File: src/inc/uep_params.svh
`ifndef UEP_PARAMS_SVH
`define UEP_PARAMS_SVH
// Register indices; byte address is four times the index
`define UEP_IDX_IIF 16'hde02
`define UEP_IDX_IIE 16'hde07
`define UEP_IDX_SEL 16'hde0e
`define UEP_IDX_MAXI 16'hde10
`define UEP_IDX_CSR 16'hde11
`define UEP_IDX_CSIH 16'hde12
// Endpoint 0 control/status bits
`define UEP_B0_ABORT_CLR 7
`define UEP_B0_RX_CLR 6
`define UEP_B0_STALL_REQ 5
`define UEP_B0_ABORT 4
`define UEP_B0_DATA_END 3
`define UEP_B0_STALL_SENT 2
`define UEP_B0_TX_READY 1
`define UEP_B0_RX_READY 0
// IN endpoint control/status bits
`define UEP_BI_TOG_RST 6
`define UEP_BI_STALL_SENT 5
`define UEP_BI_STALL_REQ 4
`define UEP_BI_FLUSH 3
`define UEP_BI_UNDERRUN 2
`define UEP_BI_NONEMPTY 1
`define UEP_BI_TX_READY 0
`define UEP_BI_ISO 6
`define UEP_BI_DBL 0
// Reset values
`define UEP_RST_BYTE 8'h00
`define UEP_RST_IIE 6'h3f
`endif

File: src/inc/uep_pkg.sv
package uep_pkg;
  // Answer given to an IN token
  typedef enum logic [2:0] {
    UEP_RESP_NONE,
    UEP_RESP_DATA,
    UEP_RESP_NAK,
    UEP_RESP_STALL,
    UEP_RESP_ZLP
  } uep_resp_t;
endpackage

File: src/rtl/uep_csr.sv
`timescale 1ns/100ps
`include "uep_params.svh"
module uep_csr #(
  parameter int NUM_IN = 5
) (
  input wire logic hclk,
  input wire logic hresetn,
  input wire logic ce,
  input wire logic hsel,
  input wire logic [31:0] haddr,
  input wire logic [1:0] htrans,
  input wire logic hwrite,
  input wire logic [2:0] hsize,
  input wire logic [31:0] hwdata,
  input wire logic hready,
  output logic [31:0] hrdata,
  output logic hreadyout,
  output logic hresp,
  input wire logic ep0_rx_pkt,
  input wire logic ep0_abort,
  input wire logic ep0_tx_done,
  input wire logic ep0_stall_sent,
  input wire logic ep0_status_done,
  output logic ep0_stall_req,
  output logic ep0_tx_ready,
  output logic ep0_data_end,
  output logic ep0_fifo_flush,
  input wire logic [NUM_IN:1] in_token,
  input wire logic [NUM_IN:1] in_ack,
  input wire logic [NUM_IN:1] in_load,
  output logic [3*NUM_IN-1:0] in_resp,
  output logic [NUM_IN:1] in_toggle,
  output logic [NUM_IN:1] in_fifo_flush,
  output logic [8*NUM_IN-1:0] in_max_pkt,
  output logic [NUM_IN:0] irq_flags
);
  // Bus data phase state
  logic pend_r, pend_wr_r, ready_r;
  logic [15:0] pend_idx_r;
  logic [31:0] rdata_r;
  logic wr_go, rd_go;
  logic [7:0] wbyte;
  // Software-visible state
  logic [3:0] sel_r;
  logic [7:0] maxp_r [1:NUM_IN];
  logic [NUM_IN:0] iie_r;
  logic [NUM_IN:0] iif_r;
  logic [NUM_IN:0] irq_req;
  logic rx_r, abort_r, stall_req_r, data_end_r, stall_sent_r, tx_r, flush0_r;
  logic [7:0] ep0_csr;
  logic csr0_we;
  logic [NUM_IN:1] csr_we, csih_we;
  logic [7:0] in_csr [1:NUM_IN];
  logic [7:0] in_csih [1:NUM_IN];
  logic [7:0] rd_byte;
  logic ep0_irq;

  // Address phase taken on a selected NONSEQ or SEQ transfer
  always_ff @(posedge hclk or negedge hresetn) begin
    if (!hresetn) begin
      pend_r <= 1'b0;
      pend_wr_r <= 1'b0;
      pend_idx_r <= 16'h0000;
      ready_r <= 1'b1;
    end else if (ce) begin
      if (hsel && htrans[1] && hready && !pend_r) begin
        pend_r <= 1'b1;
        pend_wr_r <= hwrite;
        pend_idx_r <= haddr[17:2];
        ready_r <= 1'b0;
      end else begin
        pend_r <= 1'b0;
        ready_r <= 1'b1;
      end
    end
  end

  // One wait state: write or read acts in the stall cycle
  assign wr_go = ce & pend_r & pend_wr_r;
  assign rd_go = ce & pend_r & ~pend_wr_r;
  assign wbyte = hwdata[7:0];

  assign csr0_we = wr_go & (pend_idx_r == `UEP_IDX_CSR) & (sel_r == 4'd0);

  // Per-endpoint write decode
  genvar gi;
  generate
    for (gi = 1; gi <= NUM_IN; gi++) begin : g_dec
      assign csr_we[gi] = wr_go & (pend_idx_r == `UEP_IDX_CSR) & (sel_r == 4'(gi));
      assign csih_we[gi] = wr_go & (pend_idx_r == `UEP_IDX_CSIH) & (sel_r == 4'(gi));
    end
  endgenerate

  always_ff @(posedge hclk or negedge hresetn) begin
    if (!hresetn) sel_r <= 4'h0;
    else if (wr_go && pend_idx_r == `UEP_IDX_SEL) sel_r <= wbyte[3:0];
  end

  always_ff @(posedge hclk or negedge hresetn) begin
    if (!hresetn) begin
      for (int i = 1; i <= NUM_IN; i++) maxp_r[i] <= `UEP_RST_BYTE;
    end else if (wr_go && pend_idx_r == `UEP_IDX_MAXI) begin
      for (int i = 1; i <= NUM_IN; i++) begin
        if (sel_r == 4'(i)) maxp_r[i] <= wbyte;
      end
    end
  end

  // Interrupt enables
  always_ff @(posedge hclk or negedge hresetn) begin
    if (!hresetn) iie_r <= (NUM_IN + 1)'(`UEP_RST_IIE);
    else if (wr_go && pend_idx_r == `UEP_IDX_IIE) iie_r <= wbyte[NUM_IN:0];
  end

  always_ff @(posedge hclk or negedge hresetn) begin
    if (!hresetn) rx_r <= 1'b0;
    else if (ce) begin
      if (ep0_rx_pkt) rx_r <= 1'b1;
      else if (csr0_we && wbyte[`UEP_B0_RX_CLR]) rx_r <= 1'b0;
    end
  end

  always_ff @(posedge hclk or negedge hresetn) begin
    if (!hresetn) abort_r <= 1'b0;
    else if (ce) begin
      if (ep0_abort) abort_r <= 1'b1;
      else if (csr0_we && wbyte[`UEP_B0_ABORT_CLR]) abort_r <= 1'b0;
    end
  end

  always_ff @(posedge hclk or negedge hresetn) begin
    if (!hresetn) flush0_r <= 1'b0;
    else if (ce) flush0_r <= ep0_abort;
  end

  always_ff @(posedge hclk or negedge hresetn) begin
    if (!hresetn) stall_req_r <= 1'b0;
    else if (ce) begin
      if (csr0_we && wbyte[`UEP_B0_STALL_REQ]) stall_req_r <= 1'b1;
      else if (ep0_stall_sent) stall_req_r <= 1'b0;
    end
  end

  always_ff @(posedge hclk or negedge hresetn) begin
    if (!hresetn) stall_sent_r <= 1'b0;
    else if (ce) begin
      if (ep0_stall_sent) stall_sent_r <= 1'b1;
      else if (csr0_we && !wbyte[`UEP_B0_STALL_SENT]) stall_sent_r <= 1'b0;
    end
  end

  always_ff @(posedge hclk or negedge hresetn) begin
    if (!hresetn) data_end_r <= 1'b0;
    else if (ce) begin
      if (csr0_we && wbyte[`UEP_B0_DATA_END]) data_end_r <= 1'b1;
      else if (ep0_status_done || ep0_abort) data_end_r <= 1'b0;
    end
  end

  always_ff @(posedge hclk or negedge hresetn) begin
    if (!hresetn) tx_r <= 1'b0;
    else if (ce) begin
      if (csr0_we && wbyte[`UEP_B0_TX_READY]) tx_r <= 1'b1;
      else if (ep0_tx_done || ep0_abort) tx_r <= 1'b0;
    end
  end

  // strobes read as zero
  // Stall request reads back until the handshake has gone out
  assign ep0_csr = {2'b00, stall_req_r, abort_r, data_end_r, stall_sent_r, tx_r, rx_r};
  assign ep0_irq = ep0_rx_pkt | ep0_abort | ep0_tx_done | ep0_stall_sent;
  assign irq_req[0] = ep0_irq;

  // IN endpoints
  generate
    for (gi = 1; gi <= NUM_IN; gi++) begin : g_in
      uep_pkg::uep_resp_t resp_w;
      uep_in_ep u_ep (
        .hclk(hclk),
        .hresetn(hresetn),
        .ce(ce),
        .csr_we(csr_we[gi]),
        .csih_we(csih_we[gi]),
        .wdata(wbyte),
        .in_token(in_token[gi]),
        .in_ack(in_ack[gi]),
        .in_load(in_load[gi]),
        .csr(in_csr[gi]),
        .csih(in_csih[gi]),
        .toggle(in_toggle[gi]),
        .resp(resp_w),
        .irq_req(irq_req[gi]),
        .fifo_flush(in_fifo_flush[gi])
      );
      assign in_resp[3*gi-1 -: 3] = resp_w;
      assign in_max_pkt[8*gi-1 -: 8] = maxp_r[gi];
    end
  endgenerate

  // flags set when enabled, cleared on read
  always_ff @(posedge hclk or negedge hresetn) begin
    if (!hresetn) iif_r <= '0;
    else if (ce) begin
      if (rd_go && pend_idx_r == `UEP_IDX_IIF) iif_r <= irq_req & iie_r;
      else iif_r <= iif_r | (irq_req & iie_r);
    end
  end

  // Read data mux
  always_comb begin
    rd_byte = 8'h00;
    case (pend_idx_r)
      `UEP_IDX_IIF: rd_byte = 8'(iif_r);
      `UEP_IDX_IIE: rd_byte = 8'(iie_r);
      `UEP_IDX_SEL: rd_byte = {4'h0, sel_r};
      default: rd_byte = 8'h00;
    endcase
    for (int i = 1; i <= NUM_IN; i++) begin
      if (sel_r == 4'(i)) begin
        if (pend_idx_r == `UEP_IDX_MAXI) rd_byte = maxp_r[i];
        if (pend_idx_r == `UEP_IDX_CSR) rd_byte = in_csr[i];
        if (pend_idx_r == `UEP_IDX_CSIH) rd_byte = in_csih[i];
      end
    end
    if (sel_r == 4'd0 && pend_idx_r == `UEP_IDX_CSR) rd_byte = ep0_csr;
  end

  // Read data register
  always_ff @(posedge hclk or negedge hresetn) begin
    if (!hresetn) rdata_r <= 32'h00000000;
    else if (rd_go) rdata_r <= {24'h000000, rd_byte};
  end

  assign hrdata = rdata_r;
  assign hreadyout = ready_r;
  assign hresp = 1'b0;
  assign ep0_stall_req = stall_req_r;
  assign ep0_tx_ready = tx_r;
  assign ep0_data_end = data_end_r;
  assign ep0_fifo_flush = flush0_r;
  assign irq_flags = iif_r;
endmodule

File: src/rtl/uep_in_ep.sv
`timescale 1ns/100ps
`include "uep_params.svh"
module uep_in_ep (
  input wire logic hclk,
  input wire logic hresetn,
  input wire logic ce,
  input wire logic csr_we,
  input wire logic csih_we,
  input wire logic [7:0] wdata,
  input wire logic in_token,
  input wire logic in_ack,
  input wire logic in_load,
  output logic [7:0] csr,
  output logic [7:0] csih,
  output logic toggle,
  output uep_pkg::uep_resp_t resp,
  output logic irq_req,
  output logic fifo_flush
);
  logic [1:0] cnt_r;
  logic [1:0] cnt_nxt;
  logic tx_r, stall_req_r, stall_sent_r, underrun_r, tog_r, iso_r, dbl_r;
  logic tok_stall, tok_data, tok_nak, tok_zlp, sent, fw_flush;
  uep_pkg::uep_resp_t resp_r;
  logic irq_r, flush_r;

  // Token decode; stall has no effect on iso
  // stall answers token
  assign tok_stall = in_token & ~iso_r & stall_req_r;
  assign tok_data = in_token & tx_r & ~tok_stall;
  assign tok_nak = in_token & ~iso_r & ~stall_req_r & ~tx_r;
  assign tok_zlp = in_token & iso_r & ~tx_r;
  assign sent = (in_ack & ~iso_r & tx_r) | (tok_data & iso_r);
  assign fw_flush = csr_we & wdata[`UEP_BI_FLUSH];

  // Packet count, capped by buffering mode
  always_comb begin
    cnt_nxt = cnt_r;
    if (in_load && cnt_r != {1'b0, dbl_r} + 2'd1) cnt_nxt = cnt_r + 2'd1;
    if ((sent || fw_flush) && cnt_nxt != 2'd0) cnt_nxt = cnt_nxt - 2'd1;
    if (tok_stall) cnt_nxt = 2'd0;
  end

  always_ff @(posedge hclk or negedge hresetn) begin
    if (!hresetn) cnt_r <= 2'd0;
    else if (ce) cnt_r <= cnt_nxt;
  end

  always_ff @(posedge hclk or negedge hresetn) begin
    if (!hresetn) tx_r <= 1'b0;
    else if (ce) begin
      if (csr_we && wdata[`UEP_BI_TX_READY]) tx_r <= 1'b1;
      else if (sent || tok_stall || fw_flush) tx_r <= 1'b0;
    end
  end

  always_ff @(posedge hclk or negedge hresetn) begin
    if (!hresetn) stall_sent_r <= 1'b0;
    else if (ce) begin
      if (tok_stall) stall_sent_r <= 1'b1;
      else if (csr_we && !wdata[`UEP_BI_STALL_SENT]) stall_sent_r <= 1'b0;
    end
  end

  // Stall request held by firmware
  always_ff @(posedge hclk or negedge hresetn) begin
    if (!hresetn) stall_req_r <= 1'b0;
    else if (ce && csr_we) stall_req_r <= wdata[`UEP_BI_STALL_REQ];
  end

  always_ff @(posedge hclk or negedge hresetn) begin
    if (!hresetn) underrun_r <= 1'b0;
    else if (ce) begin
      if (tok_zlp || tok_nak) underrun_r <= 1'b1;
      else if (csr_we && !wdata[`UEP_BI_UNDERRUN]) underrun_r <= 1'b0;
    end
  end

  always_ff @(posedge hclk or negedge hresetn) begin
    if (!hresetn) tog_r <= 1'b0;
    else if (ce) begin
      if (csr_we && wdata[`UEP_BI_TOG_RST]) tog_r <= 1'b0;
      else if (sent && !iso_r) tog_r <= ~tog_r;
    end
  end

  // Endpoint type and buffering
  always_ff @(posedge hclk or negedge hresetn) begin
    if (!hresetn) begin
      iso_r <= 1'b0;
      dbl_r <= 1'b0;
    end else if (ce && csih_we) begin
      iso_r <= wdata[`UEP_BI_ISO];
      dbl_r <= wdata[`UEP_BI_DBL];
    end
  end

  // Registered answer, interrupt request and flush pulse
  always_ff @(posedge hclk or negedge hresetn) begin
    if (!hresetn) begin
      resp_r <= uep_pkg::UEP_RESP_NONE;
      irq_r <= 1'b0;
      flush_r <= 1'b0;
    end else if (ce) begin
      if (tok_stall) resp_r <= uep_pkg::UEP_RESP_STALL;
      else if (tok_data) resp_r <= uep_pkg::UEP_RESP_DATA;
      else if (tok_zlp) resp_r <= uep_pkg::UEP_RESP_ZLP;
      else if (tok_nak) resp_r <= uep_pkg::UEP_RESP_NAK;
      else resp_r <= uep_pkg::UEP_RESP_NONE;
      irq_r <= sent | tok_stall;
      flush_r <= fw_flush | tok_stall;
    end
  end

  assign csr = {2'b00, stall_sent_r, stall_req_r, 1'b0, underrun_r, cnt_r != 2'd0, tx_r};
  assign csih = {1'b0, iso_r, 5'b00000, dbl_r};
  assign toggle = tog_r;
  assign resp = resp_r;
  assign irq_req = irq_r;
  assign fifo_flush = flush_r;
endmodule
File: config.mk
export PLATFORM = sky130hd
export DESIGN_NAME = uep_csr
export DESIGN_NICKNAME = d
export VERILOG_FILES = /design/src/inc/uep_pkg.sv /design/src/rtl/uep_csr.sv /design/src/rtl/uep_in_ep.sv
export VERILOG_INCLUDE_DIRS = /design/src /design/src/inc
export SDC_FILE = /design/constraint.sdc
export NUM_CORES = 1
export LEC_CHECK = 0
export ABC_AREA = 1
export BUFFER_PORTS_ARGS = -buffer_cell sky130_fd_sc_hd__buf_2
export CORE_UTILIZATION = 49
export CTS_CLUSTER_DIAMETER = 150
export DETAILED_ROUTE_END_ITERATION = 8
export PLACE_DENSITY = 0.77
export REMOVE_ABC_BUFFERS = 1
export SLEW_MARGIN = 40
export SYNTH_ARGS = -nofsm -noshare
export SYNTH_HDL_FRONTEND = slang
export SYNTH_SLANG_ARGS = --single-unit
File: constraint.sdc
create_clock -name hclk -period 2.4 [get_ports hclk]
set_input_delay 0 -clock hclk [delete_from_list [all_inputs] [get_ports hclk]]
set_output_delay 0 -clock hclk [all_outputs]
set_load 0.02 [all_outputs]
==> impl_metrics.env, run 1 <==
export IMPL_violations="negative setup slack"
export IMPL_dp_hpwl_um=19600
export IMPL_fin_crit_sh=1.19
export IMPL_status="finished with violations"
export IMPL_postRouteAntennaNets=0
export IMPL_vias=8908
export IMPL_syn_avg_cell_area_um2=7.70
export IMPL_fmax_mhz=349
export IMPL_p_switching_mw=2.03
export IMPL_synth_top_area_frac=0.445
export IMPL_comb_power_share=0.180
export IMPL_p_per_area_nw_per_um2=608
export IMPL_min_period_ns=2.87
export IMPL_yosysWarnings=0
export IMPL_setup_viol=29
export IMPL_grt_pass1_vias=8484
export IMPL_hold_viol_final=0
export IMPL_p_sw_frac=0.288
export IMPL_core_um2=17200
export IMPL_worstSkewPairLatency_ns=0.44
export IMPL_cp_data_arrival_time_ns=3.19
export IMPL_drt_pass1_iter_count=6
export IMPL_gp_congestion=0.953
export IMPL_async_flop_share=1.00
export IMPL_worstMarginPinSlew_ns=0.875
export IMPL_start_kind="flip-flop"
export IMPL_yosysTopAreaCell="dfrtp_1"
export IMPL_finClkSkew_ns=0.0123
export IMPL_worstSetupEndpointType="flip-flop"
export IMPL_critPathRequiredTime_ns=2.72
export IMPL_clockBufferDepth=2
export IMPL_io_buffers=134
export IMPL_cp_buffers_inverters=2
export IMPL_hp_class="in -> reg"
export IMPL_track_usage=0.323
export IMPL_initial_core_util=0.499
export IMPL_dieArea_um2=18100
export IMPL_slew_headroom=0.416
export IMPL_place_area_um2=10100
export IMPL_clk_pin_slew_ns=0.06
export IMPL_final_cell_area_um2=11600
export IMPL_antenna_found_initial=0
export IMPL_dp_slack_ns=-0.438
export IMPL_ys_types=41
export IMPL_rows=48
export IMPL_whs_ns=0.0187
export IMPL_fp_dieH_um=134
export IMPL_routed_wl_um=28600
export IMPL_r2r_slack_ns=-0.47
export IMPL_cts_tree="done"
export IMPL_cp_max_fo=6
export IMPL_overflow=0
export IMPL_p_leak_nw=5.77
export IMPL_die_x_um=134
export IMPL_rsz0062_at_grt="yes"
export IMPL_netlist_area_um2=8600
export IMPL_pin_count=204
export IMPL_seqPwrFrac=0.424
export IMPL_synth_edf_count=0
export IMPL_cp_top_family="simple AND/OR/NAND/NOR gates"
export IMPL_cts_made_buffers=17
export IMPL_max_cap_viol_count=0
export IMPL_final_cell_mix="nand2_1, dfrtp_1, o21ai_0, buf_2, buf_4"
export IMPL_cts_sinks=160
export IMPL_synthCells=1116
export IMPL_critPathKind="reg -> reg"
export IMPL_cp_slowest_cell="dfrtp_1"
export IMPL_drcViolationCount=0
export IMPL_cpPeakStageDelay_ns=0.35
export IMPL_h_tree_depth=4
export IMPL_drive_gt1_frac=0.289
export IMPL_drtIter0Drc=707
export IMPL_ir_drop_v=0.000509
export IMPL_syn2layout_area_growth_pct=34.9
export IMPL_setup_ws_ns=-0.468
export IMPL_seq_area_frac_synth=0.467
export IMPL_mostFrequentLayoutCell="nand2_1"
export IMPL_wire_per_inst_um=17.6
export IMPL_synth_ff_type="dfrtp_1"
export IMPL_grt_pass1_wl_um=44400
export IMPL_avgViaCountPerCell=5.46
export IMPL_grt_max_degree=69
export IMPL_ys_seq_elements=160
export IMPL_power_frac_clock=0.396
export IMPL_yosys_top_cells_area="dfrtp_1, nand2_1, o21ai_0"
export IMPL_p_int_mw=5.02
export IMPL_cp_common_cell="nand2_1"
export IMPL_cts_root_buf="clkbuf_16"
export IMPL_final_nets=1499
export IMPL_diodes=0
export IMPL_drv_slew=0
-- final cells by class --
type / instances / area (um2)
clock buffers: 21 / 460
clock inverters: 10 / 136
fillers: 1432 / 5640
inverters: 132 / 503
multi-input cells: 779 / 4070
flip-flops and latches: 160 / 4010
well taps: 225 / 282
repair buffers: 304 / 2140
-- what timing repair did --
action / CTS / global route
endpoints found under the setup margin: 17 / 71
pin swaps: 19 / 46
hold buffers: 32 / 0
buffers inserted: 13 / 14
endpoints found under the hold margin: 118 / 0
resized for setup: 36 / 82
-- metal layers --
| layer | wire length (um) | GRT usage |
|---|---|---|
| met5 | 0 | 0 |
| met4 | 654 | 0.0930 |
| met3 | 2220 | 0.0699 |
| met2 | 13200 | 0.513 |
| met1 | 12500 | 0.445 |
-- kinds of logic after synthesis --
family | Yosys count | synth area share
simple gates | 451 | 0.218
buf+inv | 201 | 0.105
compound gates | 278 | 0.181
other cells | 1 | 0.000436
flops | 160 | 0.467
fa+ha+maj | 10 | 0.0146
xor+xnor | 15 | 0.0153
-- cell usage after synthesis (11+ instances only) --
cell      instances
a21oi_1          41
buf_4            36
clkbuf_1         23
dfrtp_1         153
inv_1           122
nand2_1         299
nand3_1          42
nand4_1          11
nor2_1           75
o211ai_1         19
o21ai_0         150
o21ai_1          23
xor2_1           11
-- state kept, by name (all words and copies together), names as in the netlist, 4 cells and up --
signal / flops
in_max_pkt: 40
hrdata: 8
sel_r: 4
g_in.u_ep.iso_r: 5
g_in.u_ep.cnt_r: 10
g_in.u_ep.underrun_r: 5
g_in.u_ep.resp: 15
g_in.u_ep.tx_r: 5
g_in.u_ep.dbl_r: 5
g_in.u_ep.toggle: 5
irq_flags: 6
iie_r: 6
g_in.u_ep.stall_sent_r: 5
pend_idx_r: 16
g_in.u_ep.fifo_flush: 5
g_in.u_ep.stall_req_r: 5
g_in.u_ep.irq_req: 5
-- worst reg2reg max path: cells and delay by family (launching register included) --
family                 cells  cell delay, ns
AND/OR/NAND/NOR           31            2.27
buffers and inverters      2            0.11
flip-flops                 1            0.35
-- through the flow --
step | utilization | setup TNS, ns | cells | power [mW]
after floorplan | - | -2.69 | 1071 | 3.64
after global placement | 0.586 | -1.66 | 1542 | 4.03
after detailed placement | 0.586 | -2.12 | 1542 | 4.11
after CTS | 0.653 | -2.55 | 1618 | 6.96
after global routing | 0.673 | -10.50 | 1631 | 7.33
final | 0.673 | -4.16 | 1631 | 7.05
-- power groups by stage --
stage	sequential [mW]	clock [mW]	combinational, mW
6_report	2.99	2.79	1.27
5_1_grt	3.00	2.92	1.41
4_1_cts	2.98	2.80	1.18
3_5_place_dp	3.02	0	1.09
3_3_place_gp	3.01	0	1.02
2_1_floorplan	3.04	0	0.602
-- final timing paths --
path,to,depth (start not counted),startpoint
worst max register to register,hrdata[0]$_DFFE_PN0P_,33,pend_idx_r[12]$_DFFE_PN0P_
worst min-delay path,iie_r[5]$_DFFE_PN1P_,4,hwdata[5]
max in group asynchronous,in_max_pkt[28]$_DFFE_PN0P_,3,hresetn
worst max-delay path,hrdata[0]$_DFFE_PN0P_,33,pend_idx_r[12]$_DFFE_PN0P_
min in group asynchronous,pend_idx_r[12]$_DFFE_PN0P_,2,hresetn
worst min register to register,g_in[4].u_ep.resp[2]$_DFFE_PN0P_,2,g_in[4].u_ep.resp[2]$_DFFE_PN0P_
(Power assumes the default switching activity.)
==> run 2, diff against run 1 <==
--- a/config.mk
+++ b/config.mk
@@ -11,7 +11,7 @@
 export CORE_UTILIZATION = 49
 export CTS_CLUSTER_DIAMETER = 150
 export DETAILED_ROUTE_END_ITERATION = 8
-export PLACE_DENSITY = 0.77
+export PLACE_DENSITY = 0.83
 export REMOVE_ABC_BUFFERS = 1
 export SLEW_MARGIN = 40
 export SYNTH_ARGS = -nofsm -noshare
==> constraint.sdc (replaced) <==
create_clock -name hclk -period 2.56 [get_ports hclk]
set_input_delay 0 -clock hclk [delete_from_list [all_inputs] [get_ports hclk]]
set_output_delay 0 -clock hclk [all_outputs]
set_load 0.02 [all_outputs]
==> run 2 against run 1 <==
Combinational power decreased by 9%. The run still ends with negative setup slack left. Die area unchanged. Fmax decreased by 0.55%. Global-route usage decreased by 0.52 points. Sequential power decreased by 6.7%. Critical path type unchanged. Critical path depth decreased by 10. Power decreased by 9.0%. Sequential share of layout area increased by 0.78 points.
==> impl_metrics.env, run 2 (synthesis results as in run 1) <==
export IMPL_wire_per_inst_um=17.5
export IMPL_fin_cells=1617
export IMPL_largest_register_ff_count=40
export IMPL_drive_gt1_frac=0.261
export IMPL_mostFrequentLayoutCell="nand2_1"
export IMPL_cts_sinks=160
export IMPL_fin_setup_tns_ns=-1.45
export IMPL_start_kind="flip-flop"
export IMPL_p_per_area_nw_per_um2=566
export IMPL_status="finished with violations"
export IMPL_p_switching_mw=1.87
export IMPL_grt_max_degree=70
export IMPL_cts_tree="done"
export IMPL_power_frac_clock=0.386
export IMPL_die_x_um=134
export IMPL_critPathKind="reg -> reg"
export IMPL_hold_viol_final=0
export IMPL_gp_congestion=0.945
export IMPL_dp_slack_ns=-0.320
export IMPL_nFillCells=1395
export IMPL_dp_cells=1532
export IMPL_rsz0062_at_grt="yes"
export IMPL_setup_viol=7
export IMPL_fin_crit_sh=1.13
export IMPL_final_cell_mix="nand2_1, dfrtp_1, o21ai_0, buf_2, inv_1"
export IMPL_whs_ns=0.0271
export IMPL_initial_core_util=0.499
export IMPL_ir_drop_v=0.000491
export IMPL_min_period_ns=2.88
export IMPL_setup_ws_ns=-0.324
export IMPL_p_leak_nw=5.69
export IMPL_cp_data_arrival_time_ns=3.20
export IMPL_cts_root_buf="clkbuf_16"
export IMPL_rows=48
export IMPL_slew_headroom=0.481
export IMPL_drv_slew=0
export IMPL_io_buffers=134
export IMPL_pin_count=204
export IMPL_drcViolationCount=0
export IMPL_top_layer="met4"
export IMPL_worstMarginPinSlew_ns=0.778
export IMPL_grt_pass1_vias=8342
export IMPL_drtIter0Drc=879
export IMPL_worstSkewPairLatency_ns=0.43
export IMPL_clockBufferDepth=2
export IMPL_dr_wl_met2_um=13300
export IMPL_hp_class="in -> reg"
export IMPL_violations="negative setup slack"
export IMPL_diodes=0
export IMPL_p_sw_frac=0.292
export IMPL_clk_pin_slew_ns=0.06
export IMPL_finClkSkew_ns=0.00772
export IMPL_avgViaCountPerCell=5.48
export IMPL_cp_max_fo=5
export IMPL_fp_dieH_um=134
export IMPL_p_int_mw=4.54
export IMPL_worstSetupEndpointType="flip-flop"
export IMPL_comb_power_share=0.179
export IMPL_drt_pass1_iter_count=5
export IMPL_track_usage=0.318
export IMPL_dr_wl_met3_um=2270
export IMPL_h_tree_depth=4
export IMPL_core_um2=17200
export IMPL_wl_met1_um=12000
export IMPL_p_total_mw=6.42
export IMPL_routed_wl_um=28400
export IMPL_fmax_mhz=347
export IMPL_critPathRequiredTime_ns=2.87
export IMPL_vias=8868
export IMPL_dieArea_um2=18100
export IMPL_overflow=0
export IMPL_syn2layout_area_growth_pct=31.9
export IMPL_max_cap_viol_count=0
export IMPL_antenna_found_initial=0
export IMPL_dp_hpwl_um=19400
export IMPL_grt_pass1_wl_um=43600
export IMPL_seqPwrFrac=0.435
export IMPL_cts_made_buffers=17
export IMPL_postRouteAntennaNets=0
export IMPL_final_nets=1484
-- run 2: power by group through the flow --
stage	Clock, mW	Sequential (mW)	Combinational (mW)
detailed placement	0	2.83	0.993
CTS	2.50	2.78	1.09
global route	2.59	2.81	1.28
finish	2.48	2.79	1.15
floorplan	0	2.85	0.565
global placement	0	2.82	0.956
-- run 2: timing repair --
| item | 4_1_cts | 5_1_grt |
|---|---|---|
| cloned | 0 | 0 |
| setup buffers | 14 | 9 |
| hold endpoints to repair | 119 | 0 |
| endpoints found under the setup margin | 6 | 67 |
| hold buffers | 31 | 0 |
| gates resized for setup | 44 | 34 |
| pin swaps | 24 | 29 |
-- run 2: worst paths after layout --
kind / from / to / slack [ns] / cells past startpoint
setup / recovery: pend_idx_r[10]$_DFFE_PN0P_ / hrdata[2]$_DFFE_PN0P_ / -0.32 / 23
hold / removal: hwdata[5] / iie_r[5]$_DFFE_PN1P_ / 0.03 / 4
setup reg to reg: pend_idx_r[10]$_DFFE_PN0P_ / hrdata[2]$_DFFE_PN0P_ / -0.32 / 23
hold reg to reg: g_in[4].u_ep.resp[2]$_DFFE_PN0P_ / g_in[4].u_ep.resp[2]$_DFFE_PN0P_ / 0.48 / 2
max in group asynchronous: hresetn / g_in[4].u_ep.tx_r$_DFFE_PN0P_ / 1.55 / 3
min in group asynchronous: hresetn / pend_idx_r[7]$_DFFE_PN0P_ / 0.17 / 2
-- run 2: worst max-delay path, stage by stage (launching register included) --
cell,delay (ns)
dfrtp_1,0.39
nand2_1,0.13
inv_1,0.08
nand2_2,0.08
nor2_4,0.06
buf_6,0.12
nand2_4,0.08
buf_6,0.11
inv_4,0.04
a221oi_2,0.29
buf_4,0.20
nand2_1,0.06
nand4_1,0.13
nand2_2,0.08
a21boi_1,0.13
o21ai_1,0.10
nand2_1,0.07
nand2_1,0.05
o211ai_1,0.07
nand2_1,0.13
nor2_1,0.11
o211ai_1,0.11
nand2_1,0.09
nand2_1,0.05
-- run 2: area by class of cell --
| cell class | instances | area, um2 | share of cell area |
|---|---|---|---|
| clock inverter | 10 | 85.1 | 0.00750 |
| tap | 225 | 282 | 0.0248 |
| multi-input combinational | 779 | 3950 | 0.349 |
| inverter | 132 | 505 | 0.0446 |
| timing repair buffer | 289 | 2020 | 0.178 |
| sequential | 160 | 4010 | 0.354 |
| clock buffer | 22 | 484 | 0.0427 |
-- run 2: routing by layer --
metal,up-vias,global-route usage
li1,4154,-
met1,4212,0.437
met2,442,0.497
met3,60,0.0635
met4,0,0.122
met5,-,0
-- run 2: metrics by stage --
step                      cell area (um2)   util
final                               11300  0.658
after global routing                11300  0.658
after CTS                           11100  0.647
after detailed placement            10000  0.581
after global placement              10000  0.581
after floorplan                      8280      -
